--- src/rtl/ceu_defs.svh ---
/*
  Constants of the core exception unit: cause codes, register offsets,
  field positions and reset values.
  Assumes it is included by bare name from the package and the modules.
*/
`ifndef CEU_DEFS_SVH
`define CEU_DEFS_SVH

// ----------------------------------------------------------------------
// Exception cause codes
// ----------------------------------------------------------------------
`define CEU_EXC_SSTEP      6'h10
`define CEU_EXC_TRACE      6'h11
`define CEU_EXC_UNDEF      6'h21
`define CEU_EXC_ILLCOMB    6'h22
`define CEU_EXC_DPROT      6'h23
`define CEU_EXC_DMISAL     6'h24
`define CEU_EXC_UNRECOV    6'h25
`define CEU_EXC_DMISS      6'h26
`define CEU_EXC_DMULTI     6'h27
`define CEU_EXC_WATCH      6'h28
`define CEU_EXC_IACCESS    6'h29
`define CEU_EXC_IMISAL     6'h2a
`define CEU_EXC_IPROT      6'h2b
`define CEU_EXC_IMISS      6'h2c
`define CEU_EXC_IMULTI     6'h2d
`define CEU_EXC_SUPER      6'h2e

// ----------------------------------------------------------------------
// Register byte offsets
// ----------------------------------------------------------------------
`define CEU_OFF_STATUS     12'h000
`define CEU_OFF_ERA        12'h004
`define CEU_OFF_NRA        12'h008
`define CEU_OFF_CTRL       12'h00c

// ----------------------------------------------------------------------
// Field positions and reset values
// ----------------------------------------------------------------------
`define CEU_CTL_SSTEP      0
`define CEU_CTL_TRACE      1
`define CEU_CTL_WATCH      2
`define CEU_STS_NESTED     6
`define CEU_CTL_RESET      3'h0
`define CEU_CAUSE_RESET    6'h00
`define CEU_ADDR_RESET     32'h0000_0000

`endif

--- src/rtl/ceu_pkg.sv ---
/*
  Types of the core exception unit.
  Assumes ceu_defs.svh is on the include path.
*/
`include "ceu_defs.svh"

package ceu_pkg;

  // Conditions reported by the pipeline for the instruction one stage
  // before completion.
  typedef struct packed {
    logic        valid;        // Instruction enters completion next cycle.
    logic [31:0] pc;           // Address of the instruction.
    logic [31:0] next_pc;      // Address of the instruction that follows.
    logic [31:0] fetch_target; // Target of an indirect branch.
    logic        indirect;     // The fetch came from an indirect branch.
    logic        in_handler;   // Exception, NMI, reset or emulation code.
    logic        if_multi;
    logic        if_misal;
    logic        if_prot;
    logic        if_miss;
    logic        if_access;
    logic        watch_match;
    logic        undef;
    logic        illegal_comb;
    logic        sup_misuse;   // Supervisor register or instruction.
    logic        sup_data;     // User-mode data access to supervisor space.
    logic        dual_mmr;     // Both generators hit registers at once.
    logic        d0_multi;
    logic        d0_misal;
    logic        d0_prot;
    logic        d0_miss;
    logic        d1_multi;
    logic        d1_misal;
    logic        d1_prot;
    logic        d1_miss;
    logic        force_exc;
    logic [3:0]  force_code;
    logic        trace_ovf;
  } ceu_req_t;

  // Outcome of the priority selection.
  typedef struct packed {
    logic       hit;
    logic       error;
    logic       use_target;
    logic [5:0] cause;
  } ceu_sel_t;

  // Event presented to the sequencer.
  typedef struct packed {
    logic        taken;
    logic        unrecov;
    logic        commit;
    logic        abort_excepting;
    logic        abort_younger;
    logic [5:0]  cause;
    logic [31:0] ret_addr;
  } ceu_evt_t;

  // Whole state of the top module.
  typedef struct packed {
    logic [2:0]  ctl;
    logic [5:0]  cause;
    logic        nested;
    logic [31:0] era;
    logic [31:0] nra;
    ceu_evt_t    evt;
    logic [31:0] prdata;
    logic        pready;
    logic        pslverr;
  } ceu_state_t;

endpackage

--- src/rtl/ceu_prio.sv ---
/*
  Priority selector: picks the single highest ranked exception condition.
  Assumes all inputs are on the core clock and already qualified.
*/
`timescale 1ns/1ps
`default_nettype none
`include "ceu_defs.svh"

module ceu_prio
  import ceu_pkg::*;
(
  input  wire ceu_req_t  req,
  input  wire logic      sstep_en,
  input  wire logic      trace_en,
  input  wire logic      watch_en,
  output var ceu_sel_t   sel
);

  // Builds an error-type selection.
  function automatic ceu_sel_t err(input logic [5:0] c);
    err = '{hit: 1'b1, error: 1'b1, use_target: 1'b0, cause: c};
  endfunction

  // Builds a service-type selection.
  function automatic ceu_sel_t svc(input logic [5:0] c);
    svc = '{hit: 1'b1, error: 1'b0, use_target: 1'b0, cause: c};
  endfunction

  // ----------------------------------------------------------------------
  // Ranked chain, highest first; only one cause survives.
  // ----------------------------------------------------------------------
  always_comb
  begin
    sel = '0;
    if (!req.valid)
      sel = '0;
    else if (req.if_multi)
      sel = err(`CEU_EXC_IMULTI);                       // [RL14] [RL17]
    else if (req.if_misal && req.indirect)
    begin
      // Relative branches are aligned by construction.
      sel = err(`CEU_EXC_IMISAL);                       // [RL13]
      sel.use_target = 1'b1;                            // [RL13]
    end
    else if (req.if_prot)
      sel = err(`CEU_EXC_IPROT);                        // [RL14]
    else if (req.if_miss)
      sel = err(`CEU_EXC_IMISS);                        // [RL14]
    else if (req.if_access)
      sel = err(`CEU_EXC_IACCESS);                      // [RL17]
    else if (req.watch_match && watch_en)
      sel = err(`CEU_EXC_WATCH);                        // [RL12]
    else if (req.undef)
      sel = err(`CEU_EXC_UNDEF);                        // [RL8]
    else if (req.illegal_comb)
      sel = err(`CEU_EXC_ILLCOMB);                      // [RL8]
    else if (req.sup_misuse)
      sel = err(`CEU_EXC_SUPER);                        // [RL15]
    else if (req.d0_multi)
      sel = err(`CEU_EXC_DMULTI);                       // [RL11]
    else if (req.d0_misal)
      sel = err(`CEU_EXC_DMISAL);                       // [RL10]
    else if (req.d0_prot || req.sup_data || req.dual_mmr)
      sel = err(`CEU_EXC_DPROT);                        // [RL9]
    else if (req.d0_miss)
      sel = err(`CEU_EXC_DMISS);                        // [RL11]
    else if (req.d1_multi)
      sel = err(`CEU_EXC_DMULTI);                       // [RL22]
    else if (req.d1_misal)
      sel = err(`CEU_EXC_DMISAL);                       // [RL22]
    else if (req.d1_prot)
      sel = err(`CEU_EXC_DPROT);                        // [RL22]
    else if (req.d1_miss)
      sel = err(`CEU_EXC_DMISS);                        // [RL22]
    else if (req.force_exc)
      sel = svc({2'b00, req.force_code});               // [RL5]
    else if (sstep_en)
      sel = svc(`CEU_EXC_SSTEP);                        // [RL6]
    else if (req.trace_ovf && trace_en)
      sel = svc(`CEU_EXC_TRACE);                        // [RL7]
  end

endmodule // ceu_prio

`default_nettype wire

--- src/rtl/ceu_nest.sv ---
/*
  Nested-exception filter: turns any exception raised inside handler,
  reset or emulation code into the unrecoverable event.
  Assumes in_handler is valid whenever the request is valid.
*/
`timescale 1ns/1ps
`default_nettype none
`include "ceu_defs.svh"

module ceu_nest
  import ceu_pkg::*;
(
  input  wire ceu_sel_t  sel_in,
  input  wire logic      in_handler,
  output var ceu_sel_t   sel_out,
  output logic           nested
);

  // ----------------------------------------------------------------------
  // Replace the cause and force error handling on the offending address.
  // ----------------------------------------------------------------------
  always_comb
  begin
    sel_out = sel_in;
    nested  = sel_in.hit && in_handler;
    if (nested)
    begin
      // A misaligned-target address would hide the culprit, so the
      // instruction's own address is kept.
      sel_out.error      = 1'b1;                        // [RL18]
      sel_out.use_target = 1'b0;                        // [RL19]
      sel_out.cause      = `CEU_EXC_UNRECOV;            // [RL18]
    end
  end

endmodule // ceu_nest

`default_nettype wire

--- src/rtl/ceu_top.sv ---
/*
  Core exception unit: selects the exception of the completing
  instruction, records cause and return address, and drives the
  commit and abort controls of the pipeline. Registers over APB.
  Assumes the pipeline presents each instruction's conditions one cycle
  before it reaches completion, on the same clock, and redirects fetch
  to the handler on the taken pulse.
*/
// Implementation choices: the register addresses and register access over APB.
// What this block does
// [RL1] Exceptions follow the instruction at completion.
// [RL2] Service type commits; return is next instruction.
// [RL3] Error type aborts; return is own address.
// [RL4] Every taken exception writes the cause field.
// [RL5] Force instruction is service; immediate gives cause.
// [RL6] Single step raises service cause 0x10.
// [RL7] Enabled trace overflow raises service 0x11.
// [RL8] Undefined 0x21, illegal combination 0x22, error.
// [RL9] Supervisor data, protection, dual register: 0x23.
// [RL10] Misaligned data access raises error 0x24.
// [RL11] Data lookup miss 0x26, multiple hits 0x27.
// [RL12] Watchpoint raises 0x28 only when enabled.
// [RL13] Indirect misaligned fetch 0x2A saves target address.
// [RL14] Fetch protection 0x2B, miss 0x2C, multiple 0x2D.
// [RL15] User use of supervisor resource: 0x2E.
// [RL16] Only the highest priority exception is taken.
// [RL17] Fixed ranking, unrecoverable first, fetch causes next.
// [RL18] Nested exception: no writeback, not taken, 0x25.
// [RL19] Nested case leaves NMI return address alone.
// [RL20] Younger instructions aborted; errors abort the culprit.
// [RL21] Status register read-only and supervisor-only.
// [RL22] Second generator, force, step, trace rank last.
// [RL23] Pulse, cause, address shown at completion.
`timescale 1ns/1ps
`default_nettype none
`include "ceu_defs.svh"

module ceu_top
  import ceu_pkg::*;
(
  input  wire logic        pclk,
  input  wire logic        presetn,
  input  wire logic [11:0] paddr,
  input  wire logic        psel,
  input  wire logic        penable,
  input  wire logic        pwrite,
  input  wire logic [31:0] pwdata,
  input  wire logic [2:0]  pprot,
  output logic      [31:0] prdata,
  output logic             pready,
  output logic             pslverr,
  input  wire ceu_req_t    req,
  input  wire logic        nmi_entry,
  output var ceu_evt_t     evt
);

  // ----------------------------------------------------------------------
  // State and decode
  // ----------------------------------------------------------------------
  ceu_state_t state_reg;   // All flip-flops of the block.
  ceu_state_t state_next;  // Next value of the same.
  ceu_sel_t   sel_raw;     // Highest ranked raw condition.
  ceu_sel_t   sel;         // After nested-exception filtering.
  logic       nested;      // Exception raised inside handler code.
  logic       apb_done;    // Access phase completes at this edge.
  logic       priv;        // Access comes from supervisor mode.
  logic [31:0] rd_word;    // Word returned for a read.
  logic       bad_addr;    // Address maps to no register.

  // Ranks all conditions of the instruction.
  ceu_prio u_prio (
    .req      (req),
    .sstep_en (state_reg.ctl[`CEU_CTL_SSTEP]),
    .trace_en (state_reg.ctl[`CEU_CTL_TRACE]),
    .watch_en (state_reg.ctl[`CEU_CTL_WATCH]),
    .sel      (sel_raw)
  );

  // Catches exceptions taken while already in handler code.
  ceu_nest u_nest (
    .sel_in     (sel_raw),
    .in_handler (req.in_handler),
    .sel_out    (sel),
    .nested     (nested)
  );

  // ----------------------------------------------------------------------
  // Register read decode
  // ----------------------------------------------------------------------
  // Map, one aligned word each:
  //   0x000 status: cause [5:0], nested [6].
  //   0x004 exception return address.
  //   0x008 NMI return address.
  //   0x00c control: step, trace, watch.
  // Reserved bits of every register read as zero.
  always_comb
  begin
    rd_word  = '0;
    bad_addr = 1'b0;
    unique case (paddr)
      `CEU_OFF_STATUS:
      begin
        rd_word[5:0]           = state_reg.cause;
        rd_word[`CEU_STS_NESTED] = state_reg.nested;
      end
      `CEU_OFF_ERA:  rd_word = state_reg.era;
      `CEU_OFF_NRA:  rd_word = state_reg.nra;
      `CEU_OFF_CTRL: rd_word[2:0] = state_reg.ctl;
      default:       bad_addr = 1'b1;
    endcase
  end

  assign priv     = pprot[0];
  assign apb_done = psel && penable && state_reg.pready;

  // ----------------------------------------------------------------------
  // Next-state logic
  // ----------------------------------------------------------------------
  // One pass decides the event of the instruction now presented
  // and the APB answer. Both land in the same register, so the
  // sequencer and software see them one cycle later.
  always_comb
  begin
    state_next = state_reg;

    // Taken, unrecov and abort flags are single-cycle pulses by default; commit follows valid.
    state_next.evt.taken           = 1'b0;
    state_next.evt.unrecov         = 1'b0;
    state_next.evt.commit          = req.valid;
    state_next.evt.abort_excepting = 1'b0;
    state_next.evt.abort_younger   = 1'b0;

    // The NMI return address only moves on NMI entry, never on an
    // exception of any kind.
    if (nmi_entry)
      state_next.nra = req.pc;                          // [RL19]

    // Decision is registered so that it lines up with the completion
    // stage one cycle later.
    if (sel.hit)                                        // [RL23]
    begin
      // Everything behind the culprit is discarded so nothing younger
      // runs before the handler.
      state_next.evt.abort_younger = 1'b1;              // [RL1] [RL20]
      state_next.evt.cause         = sel.cause;         // [RL16]
      state_next.cause             = sel.cause;         // [RL4]
      state_next.nested            = nested;
      if (sel.error)
      begin
        state_next.evt.commit          = 1'b0;          // [RL3]
        state_next.evt.abort_excepting = 1'b1;          // [RL20]
        state_next.evt.ret_addr        = sel.use_target ?
                                         req.fetch_target : req.pc; // [RL3] [RL13]
      end
      else
      begin
        state_next.evt.commit   = 1'b1;                 // [RL2]
        state_next.evt.ret_addr = req.next_pc;          // [RL2]
      end
      state_next.era = state_next.evt.ret_addr;         // [RL19]
      if (nested)
      begin
        // Not taken: writebacks suppressed, only flagged.
        state_next.evt.unrecov = 1'b1;                  // [RL18]
      end
      else
        state_next.evt.taken = 1'b1;                    // [RL1]
    end

    // APB: one wait state, then ready with data and error together.
    // The fixed wait state keeps the read mux out of the path
    // from the address pins to prdata, at the cost of a cycle.
    state_next.pready  = psel && penable && !state_reg.pready;
    state_next.pslverr = 1'b0;
    state_next.prdata  = '0;
    if (psel && penable && !state_reg.pready)
    begin
      // Status is read-only and hidden from user mode.
      if (bad_addr || !priv)
        state_next.pslverr = 1'b1;                      // [RL21]
      else if (pwrite && paddr != `CEU_OFF_CTRL)
        state_next.pslverr = 1'b1;                      // [RL21]
      else if (!pwrite)
        state_next.prdata = rd_word;
    end

    // A write takes effect only at the edge that completes it.
    if (apb_done && pwrite && !state_reg.pslverr && paddr == `CEU_OFF_CTRL)
      state_next.ctl = pwdata[2:0];                     // [RL12]
  end

  // ----------------------------------------------------------------------
  // State register
  // ----------------------------------------------------------------------
  // Reset needs no clock; its branch loads constants only.
  always_ff @(posedge pclk or negedge presetn)
  begin
    if (!presetn)
    begin
      state_reg       <= '0;
      state_reg.ctl   <= `CEU_CTL_RESET;
      state_reg.cause <= `CEU_CAUSE_RESET;
      state_reg.era   <= `CEU_ADDR_RESET;
      state_reg.nra   <= `CEU_ADDR_RESET;
    end
    else
      state_reg <= state_next;
  end

  // Every output comes straight from the state register.
  assign evt     = state_reg.evt;
  assign prdata  = state_reg.prdata;
  assign pready  = state_reg.pready;
  assign pslverr = state_reg.pslverr;
endmodule // ceu_top

`default_nettype wire

--- config.mk ---
export PLATFORM = sky130hd
export DESIGN_NAME = ceu_top
export DESIGN_NICKNAME = d
export VERILOG_FILES = /design/src/rtl/ceu_pkg.sv /design/src/rtl/ceu_prio.sv /design/src/rtl/ceu_nest.sv /design/src/rtl/ceu_top.sv
export VERILOG_INCLUDE_DIRS = /design/src /design/src/rtl
export SDC_FILE = /design/constraint.sdc
export NUM_CORES = 1
export LEC_CHECK = 0
export BUFFER_PORTS_ARGS = -buffer_cell sky130_fd_sc_hd__buf_2
export CAP_MARGIN = 30
export CORE_MARGIN = 3
export CORE_UTILIZATION = 44
export DETAILED_ROUTE_END_ITERATION = 12
export PLACE_DENSITY = 0.77
export SKIP_LAST_GASP = 1
export SYNTH_ARGS = -nofsm -noshare
export SYNTH_HDL_FRONTEND = slang
export SYNTH_SLANG_ARGS = --single-unit
--- constraint.sdc ---
create_clock -name pclk -period 1.72 [get_ports pclk]
set_input_delay 0.258 -clock pclk [delete_from_list [all_inputs] [get_ports pclk]]
set_output_delay 0.258 -clock pclk [all_outputs]
set_load 0.1 [all_outputs]
# [After elaboration in Yosys (flattened, before gate mapping)]
# Index checks and enable logic that the tools add are counted.
[op_classes] muxes=40 n_bitwise=0 n_addsub=0 eq_ne=4 order_cmp=0 n_div=0 n_shift=0 n_mul=0 n_reduce_logical=19
[op_table] op="$mux W32" count=6
[op_table] op="$mux W9" count=21
[op_table] op="$pmux W25 S2" count=1
[op_table] op="$mux W43" count=1
[op_table] op="$eq A12 B4 Y1 const B" count=2
[op_table] op="$eq A12 B3 Y1 const B" count=1
[op_table] op="$logic_not A12 Y1" count=1
[op_table] op="$ne A12 B4 Y1 const B" count=1
[op_table] op="$pmux W3 S4" count=1
[op_table] op="$pmux W4 S3" count=1
[op_table] op="$logic_and A1 B1 Y1" count=11
[op_table] op="$mux W1" count=8
[op_table] op="$mux W8" count=1
[op_table] op="$reduce_or A4 Y1" count=1
[op_table] op="$logic_not A1 Y1" count=3
[op_table] op="$logic_or A1 B1 Y1" count=3
[totals] register_bits=113 latchBits=0 wordCells=76 input_bits=177 memories=0 rom_bits=0 ram_bits=0

# [Longest topological paths before layout]
# Gate-level depths: netlist of run 1.
[logic_depth] word_depth=27 mapped_depth=7

# [Cells and area by module]
# From an unflattened synthesis of run 1, not the netlist that was laid out.
[hier_totals] cells_unflattened=551 hier_area_um2=5979.5
[by_module_without_submodules] module="ceu_top" area_per_inst_um2=5537.8 n_inst=1 cells_each=483
[by_module_without_submodules] module="ceu_prio" area_per_inst_um2=351.6 n_inst=1 cells_each=57
[by_module_without_submodules] module="ceu_nest" area_per_inst_um2=90.1 n_inst=1 cells_each=11

# [Worst setup path after synthesis of run 1]
# OpenSTA, ideal clock, no wires.
[synth_path] path_kind="register to register" startpoint="register state_reg (netlist bit pready)" endpoint="register state_reg[148] (netlist bit)" arrival_time_ps=1814 setup_time_ps=125 stages_incl_launch_ff=4 setup_slack_ps=-218 n_path_buf=0 path_cell_list="dfrtp_1 > nand4_1 > or4_4 > mux2_2"
[synth_between] elab_chain_len=4
[synth_lines] element="start: declaration" line="ceu_top.sv:60" source="ceu_state_t state_reg;"
[synth_lines] element="start signal: assignment" line="ceu_top.sv:207" source="state_reg <= state_next;"
[synth_lines] element="$logic_and A1 B1 Y1" line="ceu_top.sv:114" source="assign apb_done = psel && penable && state_reg.pready;"
[synth_lines] element="$logic_and A1 B1 Y1 (2 in series)" line="ceu_top.sv:188" source="if (apb_done && pwrite && !state_reg.pslverr && paddr == `CEU_OFF_CTRL)"
[synth_lines] element="$logic_and A1 B1 Y1 (no line)"
# No other way between the ends.
# A chain may end at the register's enable or synchronous reset.

# [Worst setup path after layout of run 1]
[layout_path] startpoint="register state_reg[150] (netlist bit)" endpoint="register state_reg (netlist bit evt[24])"
[layout_between] elab_chain_len=12
[layout_lines] element="$logic_and A1 B1 Y1 *" line="ceu_prio.sv:51" source="else if (req.watch_match && watch_en)"
[layout_lines] element="$mux W9 *" line="ceu_prio.sv:51"
[layout_lines] element="$mux W9 *" line="ceu_prio.sv:49" source="else if (req.if_access)"
[layout_lines] element="$mux W9 *" line="ceu_prio.sv:47" source="else if (req.if_miss)"
[layout_lines] element="$mux W9 *" line="ceu_prio.sv:45" source="else if (req.if_prot)"
[layout_lines] element="$mux W9 *" line="ceu_prio.sv:39" source="else if (req.if_misal && req.indirect)"
[layout_lines] element="$mux W9 *" line="ceu_prio.sv:37" source="else if (req.if_multi)"
[layout_lines] element="$mux W9 *" line="ceu_prio.sv:35" source="if (!req.valid)"
[layout_lines] element="$logic_and A1 B1 Y1" line="ceu_nest.sv:25" source="nested = sel_in.hit && in_handler;"
[layout_lines] element="$mux W8" line="ceu_nest.sv:26" source="if (nested)"
[layout_lines] element="$mux W32" line="ceu_top.sv:152" source="state_next.evt.ret_addr = sel.use_target ?"
[layout_lines] element="$mux W32" line="ceu_top.sv:148" source="if (sel.error)"
# Mark *: on every way between the ends. The rest lies on a longest branch, timed or not.

==> reports/metrics.cfg, run 1 <==
[outcome]
status = finished with violations
violations = negative setup slack

[cells_and_area]
regArea_sq_um = 2830
multi_input_area_sq_um = 2529
final_cell_mix = 221 x buf_2, 111 x dfrtp_1, 65 x nor2_1, 37 x buf_4, 36 x mux2_2
area_growth_syn_to_layout_pct = 27.57
instances_no_fill = 911
drive_gt1_share_pct = 52.04
final_net_count = 898
largest_reg_flops = 43
fill_cells = 1152
final_common_cell = buf_2

[grt]
antenna_found_initial = 1
grt_pass1_wl_mm = 27.17
grt_pass1_vias = 5255
grt_use_total_pct = 23.29
grt_max_degree = 114
grt_overflow = 0

[run]
drv_cap = 0

[route]
vias = 5112
viasPerCell = 5.611
antenna_left = 0
wirelength_mm = 17.86
remaining_drc_errors = 0
drt_iter0_markers = 384
routedWlPerCell_um = 19.60
dr.pass1.iters = 5

[critical_path]
cpPeakStageDelay_ps = 390
startpoint_type = register
worstSetupPathType = register to register
cp_cell_sequence = a211o_1, nor3_2, and3_4, a21oi_4, buf_12, a221oi_2
cp.required_ps = 2030
crit_slowest_cell = dfrtp_1
end_kind = register
path_max_fanout = 10
worstPathArrival_ps = 2090

[floorplanning]
die_area_sq_um = 15410
coreArea_sq_um = 13450
start_util_pct = 45.65
row_count = 42
die_x_um = 124.1
io_pins = 254
die_y_um = 124.1

[timing]
fmax_mhz = 563.2
setup_viol = 30
finalHoldViolations = 0
setup_ws_ps = -55.44
fin_crit_sh_pct = 103.2
slew_headroom_pct = 59.91
slew_viol_final = 0
rsz0062_at_grt = true
tightestPinTransition_ps = 601.4
setup_tns_ps = -999.2
min_period_ps = 1775
fin_worst_skew_ps = 5.808

[cts]
clock-root-buffer = clkbuf_16
cts.sink_count = 113
cts_htree_levels = 4
clk_latency_ps = 410
cts_tree = yes
clkTransAtPathRegs_ps = 50
cts_buffer_depth = 2
cts_buffers = 17

[placement]
gp_congestion = 0.8744
place.detailed.hpwl_mm = 12.61
portBuffers = 222
dp.cells = 874

[synthesis]
synth_xor_area_share_pct = 0
yosys.cell_types.count = 55
synth_top_family_by_area = compound AO/OA/AOI/OAI gates
synth_seq_cells = 113
synthArstFlopShare_pct = 100.0
synth_cells = 544
synthesis.nets = 721
synth_compound_area_share_pct = 18.40
dominantRegCellSynth = dfrtp_1
synth_edf_count = 0
ys_seq_area_share_pct = 46.05
synth_area_sq_um = 6141
avgSynthCellArea_sq_um = 11.29
synthSimpleGateAreaFrac_pct = 9.108
synthMuxAreaShare_pct = 13.24
synth_fa_ha_area_share_pct = 0
ys_warn_count = 0

[hold_path]
hold_class = input port to register

[power_and_ir_drop]
power_leakage_uw = 0.003584
total_power_uw = 8064
vdd_ir_drop_max_mv = 0.6054
powerDensity_nw_per_um2 = 1029

## worst max-delay path: cells and delay by family (launching register included)
kind	cells	cell delay, ps
flops	1	390
simple gates	2	410
compound gates	3	680
buf+inv	1	190
## logic make-up after synthesis
logic type      Yosys count
flops                   113
simple gates            113
mux                      73
compound gates          126
buf+inv                 119
## metrics by stage
step                      cell area, sq um  setup slack (ps)  hold WS (ps)  util [%]
after floorplan                       6143             25.19        -37.59         -
after global placement                7184            -106.2         381.1     53.40
after detailed placement              7184            -220.2         388.2     53.40
after CTS                             7812            -68.44         62.08     58.07
after global routing                  7834            -154.1         73.60     58.23
final                                 7834            -55.44         83.28     58.23
## path summary, 6_finish.rpt
path,from,end,slack (ps),depth (start not counted)
worst max register to register,state_reg[150],evt[24],-60,6
min in group asynchronous,presetn,prdata[22],480,3
worst max-delay path,state_reg[150],evt[24],-60,6
worst min register to register,pready,pready,490,1
max in group asynchronous,presetn,pready,750,3
worst min-delay path,pwdata[0],state_reg[148],80,2
## cell type report
class                   instances  area share (%)
flip-flops and latches        113           36.13
multi-input cells             312           32.28
repair buffers                272           20.89
clock buffers                  28           6.724
well taps                     176           2.811
clock inverters                 4          0.8944
inverters                       5          0.2396
diodes                          1         0.03194
## synth_stat cells (all sizes together), types with 2 or more instances
master     n  area, sq um
nor2b      9        56.30
o211ai     2        15.01
a21oi      7        46.30
a2bb2oi    2        17.52
nor3b      2        20.02
nor2      65        244.0
nor4       5        43.79
or4        2        22.52
and3       3        18.77
nor3       8        45.04
o21a       2        15.01
o22ai     30        187.7
o31ai      2        15.01
mux4       3        67.56
nand2      9        33.78
a221oi    31        446.7
o2bb2ai    4        35.03
a211oi     2        15.01
o21bai     3        22.52
a31oi      2        12.51
dfrtp    113         2828
mux2i     34        340.3
mux2      36        405.4
inv        5        18.77
o21ai      3        15.01
a22oi     25        187.7
buf       97        728.2
clkbuf    17        63.81
nand2b     3        18.77
## power breakdown
group / internal, uW / switching [uW] / total, uW
clock: 2360 / 1150 / 3510
sequential: 2830 / 132 / 2960
combinational: 487 / 1110 / 1590
## what timing repair did
action | 4_1_cts | 5_1_grt
setup endpoints to repair | 34 | 40
endpoints found under the hold margin | 113 | 0
pin swaps | 3 | 2
hold buffers | 1 | 0
gates cloned | 0 | 0
gates resized for setup | 4 | 1
buffers inserted | 1 | 2
## routing by layer
| metal | global-route usage (%) | share of wire [%] |
|---|---|---|
| met4 | 8.556 | 2.2 |
| met2 | 39.83 | 50 |
| met1 | 28.35 | 41 |
| met5 | 0 | 0 |
| met3 | 5.995 | 7.3 |
No activity file was read; power rests on OpenSTA's default activity.
==> run 2, diff against run 1 <==
Settings changed: ABC_AREA set to 1, PLACE_DENSITY 0.77 to 0.78.
==> run 2 against run 1 <==
Net effect:
- the run still ends with negative setup slack left
- hold slack better by 13 ps
- largest power group unchanged
- clock power down 6.6%
- sequential power about the same
- worst setup slack worse by 5.7 ps
- via count up 2.9%
- synthesized cell count up 31%
- die area down 2.5%
==> reports/metrics.cfg, run 2 <==
[floorplanning]
die_x_um = 122.6  ; -1.3%
die_y_um = 122.6  ; -1.3%
coreArea_sq_um = 12930  ; -3.9%
io_pins = 254  ; unchanged
row_count = 41  ; -2.4%
die_area_sq_um = 15020  ; -2.5%
start_util_pct = 46.25  ; +0.61 points

[hold_path]
hold_class = input port to register

[cts]
cts_tree = yes
clk_latency_ps = 410  ; about the same
cts_buffer_depth = 2  ; unchanged
clock-root-buffer = clkbuf_16
cts.sink_count = 113  ; unchanged
clkTransAtPathRegs_ps = 50  ; about the same
cts_htree_levels = 4  ; unchanged
cts_buffers = 17  ; unchanged

[placement]
gp_congestion = 0.8996  ; +2.9%
portBuffers = 222  ; unchanged
placed_area_sq_um = 6924  ; -3.6%
place.detailed.hpwl_mm = 11.41  ; -9.5%

[route]
dr.pass1.iters = 5  ; unchanged
viasPerCell = 4.902  ; -13%
wirelength_mm = 16.67  ; -6.7%
antenna_left = 0  ; unchanged
vias = 5260  ; +2.9%
drt_iter0_markers = 303  ; -21%
remaining_drc_errors = 0  ; unchanged
routedWlPerCell_um = 15.53  ; -21%

[critical_path]
path_max_fanout = 20  ; +10
end_kind = register
cp_cell_sequence = nand2_2, nand3_2, nor4_2, nand2_1, o21ai_4, inv_2, nand2_4, nand2_8, clkbuf_16, nor2_1, o21ai_0
worstSetupPathType = register to register
startpoint_type = register
cpPeakStageDelay_ps = 380  ; about the same
crit_slowest_cell = dfrtp_1
worstPathArrival_ps = 2070  ; -20 ps
cp.required_ps = 2010  ; -20 ps

[timing]
setup_viol = 24  ; -20%
slew_viol_final = 0  ; unchanged
fin_crit_sh_pct = 103.6  ; +0.33 points
fmax_mhz = 561.5  ; -0.32%
slew_headroom_pct = 59.00  ; -0.91 points
tightestPinTransition_ps = 615.0  ; +13.58 ps
finalHoldViolations = 0  ; unchanged
rsz0062_at_grt = true
setup_tns_ps = -596.7  ; +402.4 ps
min_period_ps = 1781  ; +5.652 ps
fin_worst_skew_ps = 9.808  ; +4.000 ps
setup_ws_ps = -61.09  ; -5.652 ps

[synthesis]
avgSynthCellArea_sq_um = 8.375  ; -26%
synth_top_area_cell = dfrtp_1
yosys.cell_types.count = 31  ; -44%
ys_seq_area_share_pct = 47.29  ; +1.2 points
yosys-top-cells-area = dfrtp_1 47%, nand2_1 13%, buf_4 9.5%, mux2_2 4.9%, mux2i_1 4.4%
synth_top_area_share_pct = 47.29  ; +1.2 points
synth_edf_count = 0  ; unchanged
ys_top_cells_by_count = 203 x nand2_1, 113 x dfrtp_1, 76 x buf_4
synth_cells = 714  ; +31%
synth_seq_cells = 113  ; unchanged
post-synth-top-count-cell = nand2_1
ys_warn_count = 0  ; unchanged
synth_area_sq_um = 5979  ; -2.6%
synthArstFlopShare_pct = 100.0  ; unchanged
dominantRegCellSynth = dfrtp_1
synthesis.nets = 891  ; +24%

[cells_and_area]
multi_input_area_sq_um = 2301  ; -9.0%
drive_gt1_share_pct = 37.62  ; -14 points
area_growth_syn_to_layout_pct = 28.25
stdcell_area_sq_um = 7669  ; -2.1%
final_net_count = 1067  ; +19%
final_cell_mix = 221 x buf_2, 198 x nand2_1, 112 x dfrtp_1, 56 x nor2_1, 53 x inv_1
regArea_sq_um = 2829  ; about the same
largest_reg_flops = 43  ; unchanged
final_common_cell = buf_2
n_antenna_cell = 0  ; -1
fill_cells = 1147  ; -0.43%

[grt]
grt_pass1_wl_mm = 24.27  ; -11%
antenna_found_initial = 0  ; -1
grt_pass1_vias = 4861  ; -7.5%
grt_overflow = 0  ; unchanged
grt_max_degree = 114  ; unchanged
grt_use_total_pct = 21.23  ; -2.1 points

[power_and_ir_drop]
vdd_ir_drop_max_mv = 0.6151  ; +1.6%
power_leakage_uw = 0.004225  ; +18%
powerDensity_nw_per_um2 = 1037  ; +0.75%

[outcome]
status = finished with violations
violations = negative setup slack

[run]
drv_cap = 0  ; unchanged

-- run 2: cell count changes after synthesis, sizes merged, moves of 25 or more --
cell,before,now
nand2,9,205
inv,5,55
o21ai,3,48
a21oi,7,42
a221oi,31,2
o22ai,30,1
a22oi,25,0
-- run 2: metrics by stage --
stage               total power, uW  utilization, %  hold slack (ps)  setup WS [ps]  instances
global route                   8263           59.32            81.41         -175.0       1073
floorplan                      4287               -           -37.59         -50.11        714
detailed placement             4648           53.56            390.7         -144.1       1036
CTS                            7965           57.98            72.76         -38.95       1067
global placement               4622           53.56            386.9         -97.01       1036
finish                         7953           59.32            95.84         -61.09       1073
-- run 2: kinds of logic after synthesis --
group                  Yosys count  share of synthesized area (%)
AOI/OAI and AO/OA              102                          9.354
buffers and inverters          161                          15.40
DFF                            113                          47.29
muxes                           52                          9.249
and+or+nand+nor                286                          18.71
-- run 2: worst paths after layout --
| path | end | depth (start not counted) | slack [ps] | start |
|---|---|---|---|---|
| min in group asynchronous | state_reg[106] | 3 | 460 | presetn |
| setup reg to reg | evt[8] | 11 | -60 | state_reg[150] |
| hold reg to reg | pready | 1 | 470 | pready |
| max in group asynchronous | pready | 3 | 750 | presetn |
| hold / removal | state_reg[150] | 2 | 100 | pwdata[2] |
| setup / recovery | evt[8] | 11 | -60 | state_reg[150] |
-- run 2: area by class of cell --
cell class | count | area share (%)
tap | 172 | 2.806
inverter | 55 | 2.692
sequential | 113 | 36.89
timing repair buffer | 263 | 20.35
clock buffer | 24 | 6.543
multi-input combinational | 440 | 30.00
clock inverter | 6 | 0.7179
-- run 2: report_power, final --
group | internal (uW) | total [uW] | switching (uW)
clock | 2140 | 3280 | 1140
combinational | 447 | 1710 | 1260
sequential | 2850 | 2970 | 122
total | 5440 | 7950 | 2520
-- run 2: routing by layer --
metal / vias to the layer above / GRT usage (%) / routed length (um)
li1: 2563 / - / -
met1: 2464 / 25.94 / 6886
met2: 209 / 36.17 / 8313
met3: 24 / 6.774 / 1221
met4: 0 / 5.948 / 244
met5: - / 0 / 0
-- run 2: timing repair --
action,in CTS,in global routing
gates resized for setup,5,23
cloned,0,4
hold buffers,1,0
endpoints found under the hold margin,113,0
buffers inserted,0,2
pin swaps,1,2
setup endpoints to repair,18,37
-- run 2: worst max-delay path, delay by kind of cell, from the launching register on --
kind                   cells  cell delay (ps)
AOI/OAI and AO/OA          2              250
DFF                        1              380
and+or+nand+nor            7              750
buffers and inverters      2              280
==> run 3, diff against run 2 <==
Settings changed: CORE_UTILIZATION 44 to 48, PLACE_DENSITY 0.78 to 0.8.
Clock period 1.72 ns to 1.71 ns, I/O delays scaled along.
==> run 3 against run 2 <==
Net effect:
- the flow still finishes with violations (negative setup slack)
- clock skew up 8.9 ps
- sequential power about the same
- via count up 0.44%
- flip-flop and latch count unchanged
- wire length up 0.26%
- die area down 7.9%
- critical path type unchanged
- largest cell class unchanged
==> reports/metrics.cfg, run 3 (synthesis results as in run 2) <==
[outcome]
status = finished with violations
violations = negative setup slack

[critical_path]
cp.required_ps = 2000  ; about the same
worstSetupPathType = register to register
path_max_fanout = 8  ; -60%
end_kind = register
worst-r2r-setup-slack_ps = -60  ; about the same
timing.rr.start = state_reg[150]
crit_start = state_reg[150]
ff2ff_path_depth = 11  ; unchanged
r2r_end = evt[20]
startpoint_type = register
worstPathArrival_ps = 2070  ; about the same

[cells_and_area]
stdcell_area_sq_um = 7775  ; +1.4%
largest_reg_flops = 43  ; unchanged
regArea_sq_um = 2829  ; unchanged
area_growth_syn_to_layout_pct = 30.03
n_antenna_cell = 0  ; unchanged
final_cell_mix = 221 x buf_2, 197 x nand2_1, 112 x dfrtp_1, 58 x nor2_1, 53 x inv_1
multi_input_area_sq_um = 2292  ; -0.38%
final_net_count = 1067  ; unchanged
drive_gt1_share_pct = 37.32  ; -0.30 points
fill_cells = 1037  ; -9.6%
final_common_cell = buf_2
final_util_pct = 64.19  ; +4.9 points

[timing]
min_period_ps = 1774  ; -6.717 ps
setup_viol = 32  ; +33%
fmax_mhz = 563.6  ; +0.38%
fin_crit_sh_pct = 103.8  ; +0.21 points
setup_ws_ps = -64.37  ; -3.283 ps
fin_worst_skew_ps = 18.70  ; +8.895 ps
slew_headroom_pct = 64.02  ; +5.0 points
tightestPinTransition_ps = 543.5  ; -71.50 ps
slew_viol_final = 0  ; unchanged
rsz0062_at_grt = true
setup_tns_ps = -939.2  ; -342.5 ps
finalHoldViolations = 0  ; unchanged

[placement]
place.detailed.hpwl_mm = 11.13  ; -2.4%
gp_congestion = 0.9043  ; +0.52%
portBuffers = 222  ; unchanged
placed_area_sq_um = 6949  ; +0.36%

[grt]
antenna_found_initial = 0  ; unchanged
grt_use_total_pct = 23.17  ; +1.9 points
grt_max_degree = 45  ; -61%
grt_pass1_wl_mm = 25.53  ; +5.2%
grt_pass1_vias = 5130  ; +5.5%
grt_overflow = 0  ; unchanged

[floorplanning]
die_y_um = 117.6  ; -4.1%
io_pins = 254  ; unchanged
row_count = 40  ; -2.4%
start_util_pct = 49.37  ; +3.1 points
die_x_um = 117.6  ; -4.1%
die_area_sq_um = 13830  ; -7.9%
coreArea_sq_um = 12110  ; -6.3%

[hold_path]
whs_endpoint = state_reg[150]
worstHoldPathCells = 2  ; unchanged
hp-start = pwdata[2]
hold_class = input port to register

[power_and_ir_drop]
power_leakage_uw = 0.004256  ; +0.74%
powerDensity_nw_per_um2 = 1086  ; +4.7%
vdd_ir_drop_max_mv = 0.6773  ; +10%
total_power_uw = 8444  ; +6.2%

[run]
drv_cap = 0  ; unchanged

[cts]
cts.sink_count = 113  ; unchanged
clock-root-buffer = clkbuf_16
cts_buffers = 17  ; unchanged
clkTransAtPathRegs_ps = 50  ; about the same
cts_tree = yes
cts_htree_levels = 4  ; unchanged
cts_buffer_depth = 2  ; unchanged
clk_latency_ps = 420  ; about the same

[route]
routedWlPerCell_um = 15.60  ; +0.45%
vias = 5283  ; +0.44%
antenna_left = 0  ; unchanged
wirelength_mm = 16.71  ; +0.26%
dr.pass1.iters = 5  ; unchanged
remaining_drc_errors = 0  ; unchanged
viasPerCell = 4.933  ; +0.62%
drt_iter0_markers = 333  ; +9.9%

run 3: changes by cell type in the layout (fill, tap and decap cells not counted), sizes merged:
cell and change:
bufinv +3, clkinv -2, clkinvlp +2, clkbuf -1
run 3: area by class of cell:
| type | count | share of cell area [%] |
|---|---|---|
| Inverter | 55 | 2.655 |
| Timing Repair Buffer | 263 | 20.65 |
| Multi-Input combinational cell | 440 | 29.48 |
| Clock inverter | 9 | 1.979 |
| Clock buffer | 23 | 6.147 |
| Sequential cell | 113 | 36.39 |
| Tap cell | 168 | 2.704 |
run 3: critical path, stage by stage, from the launching register on:
cell and delay (ps):
dfrtp_1 390, nand2_2 90, nand3_2 90, nor4_2 140
nand2_1 140, o21ai_4 160, inv_2 70, nand2_4 90
nand2_8 100, buf_12 170, nor2_1 130, o21ai_1 100
run 3: worst max-delay path by stage:
stage                          to  slack [ps]
after detailed placement   evt[9]        -180
after global placement     evt[2]        -130
after CTS                 evt[12]         -50
final                     evt[20]         -60
after floorplan           evt[10]         -60
after global routing      evt[24]        -220
run 3: power breakdown:
group,leakage [uW],total [uW],switching (uW),internal (uW)
registers,0.00141,2980,123,2860
clock network,0.000303,3730,1190,2550
logic,0.00254,1730,1270,457
run 3: timing repair:
item                                    4_1_cts  5_1_grt
buffers inserted                              0        3
endpoints found under the setup margin       31       40
hold buffers                                  1        0
resized for setup                             5       26
cloned                                        0        5
hold endpoints to repair                     25        0
pin swaps                                     1        2
run 3: metrics by stage:
stage / std cells / worst slack, ps / hold WS, ps
5_1_grt: 1071 / -220.4 / 64.82
3_5_place_dp: 1031 / -180.8 / 197.8
3_3_place_gp: 1031 / -125.4 / 199.0
4_1_cts: 1064 / -48.51 / 58.16
2_1_floorplan: 714 / -60.11 / -39.09
6_report: 1071 / -64.37 / 65.07
run 3: metal layers:
layer	part of all wire, %	wire [um]	vias up	track usage [%]
met2	50	8391	206	38.77
li1	-	-	2566	-
met3	6.4	1066	21	5.911
met1	42	7006	2490	28.76
met5	0	0	-	0
met4	1.5	244	0	9.231
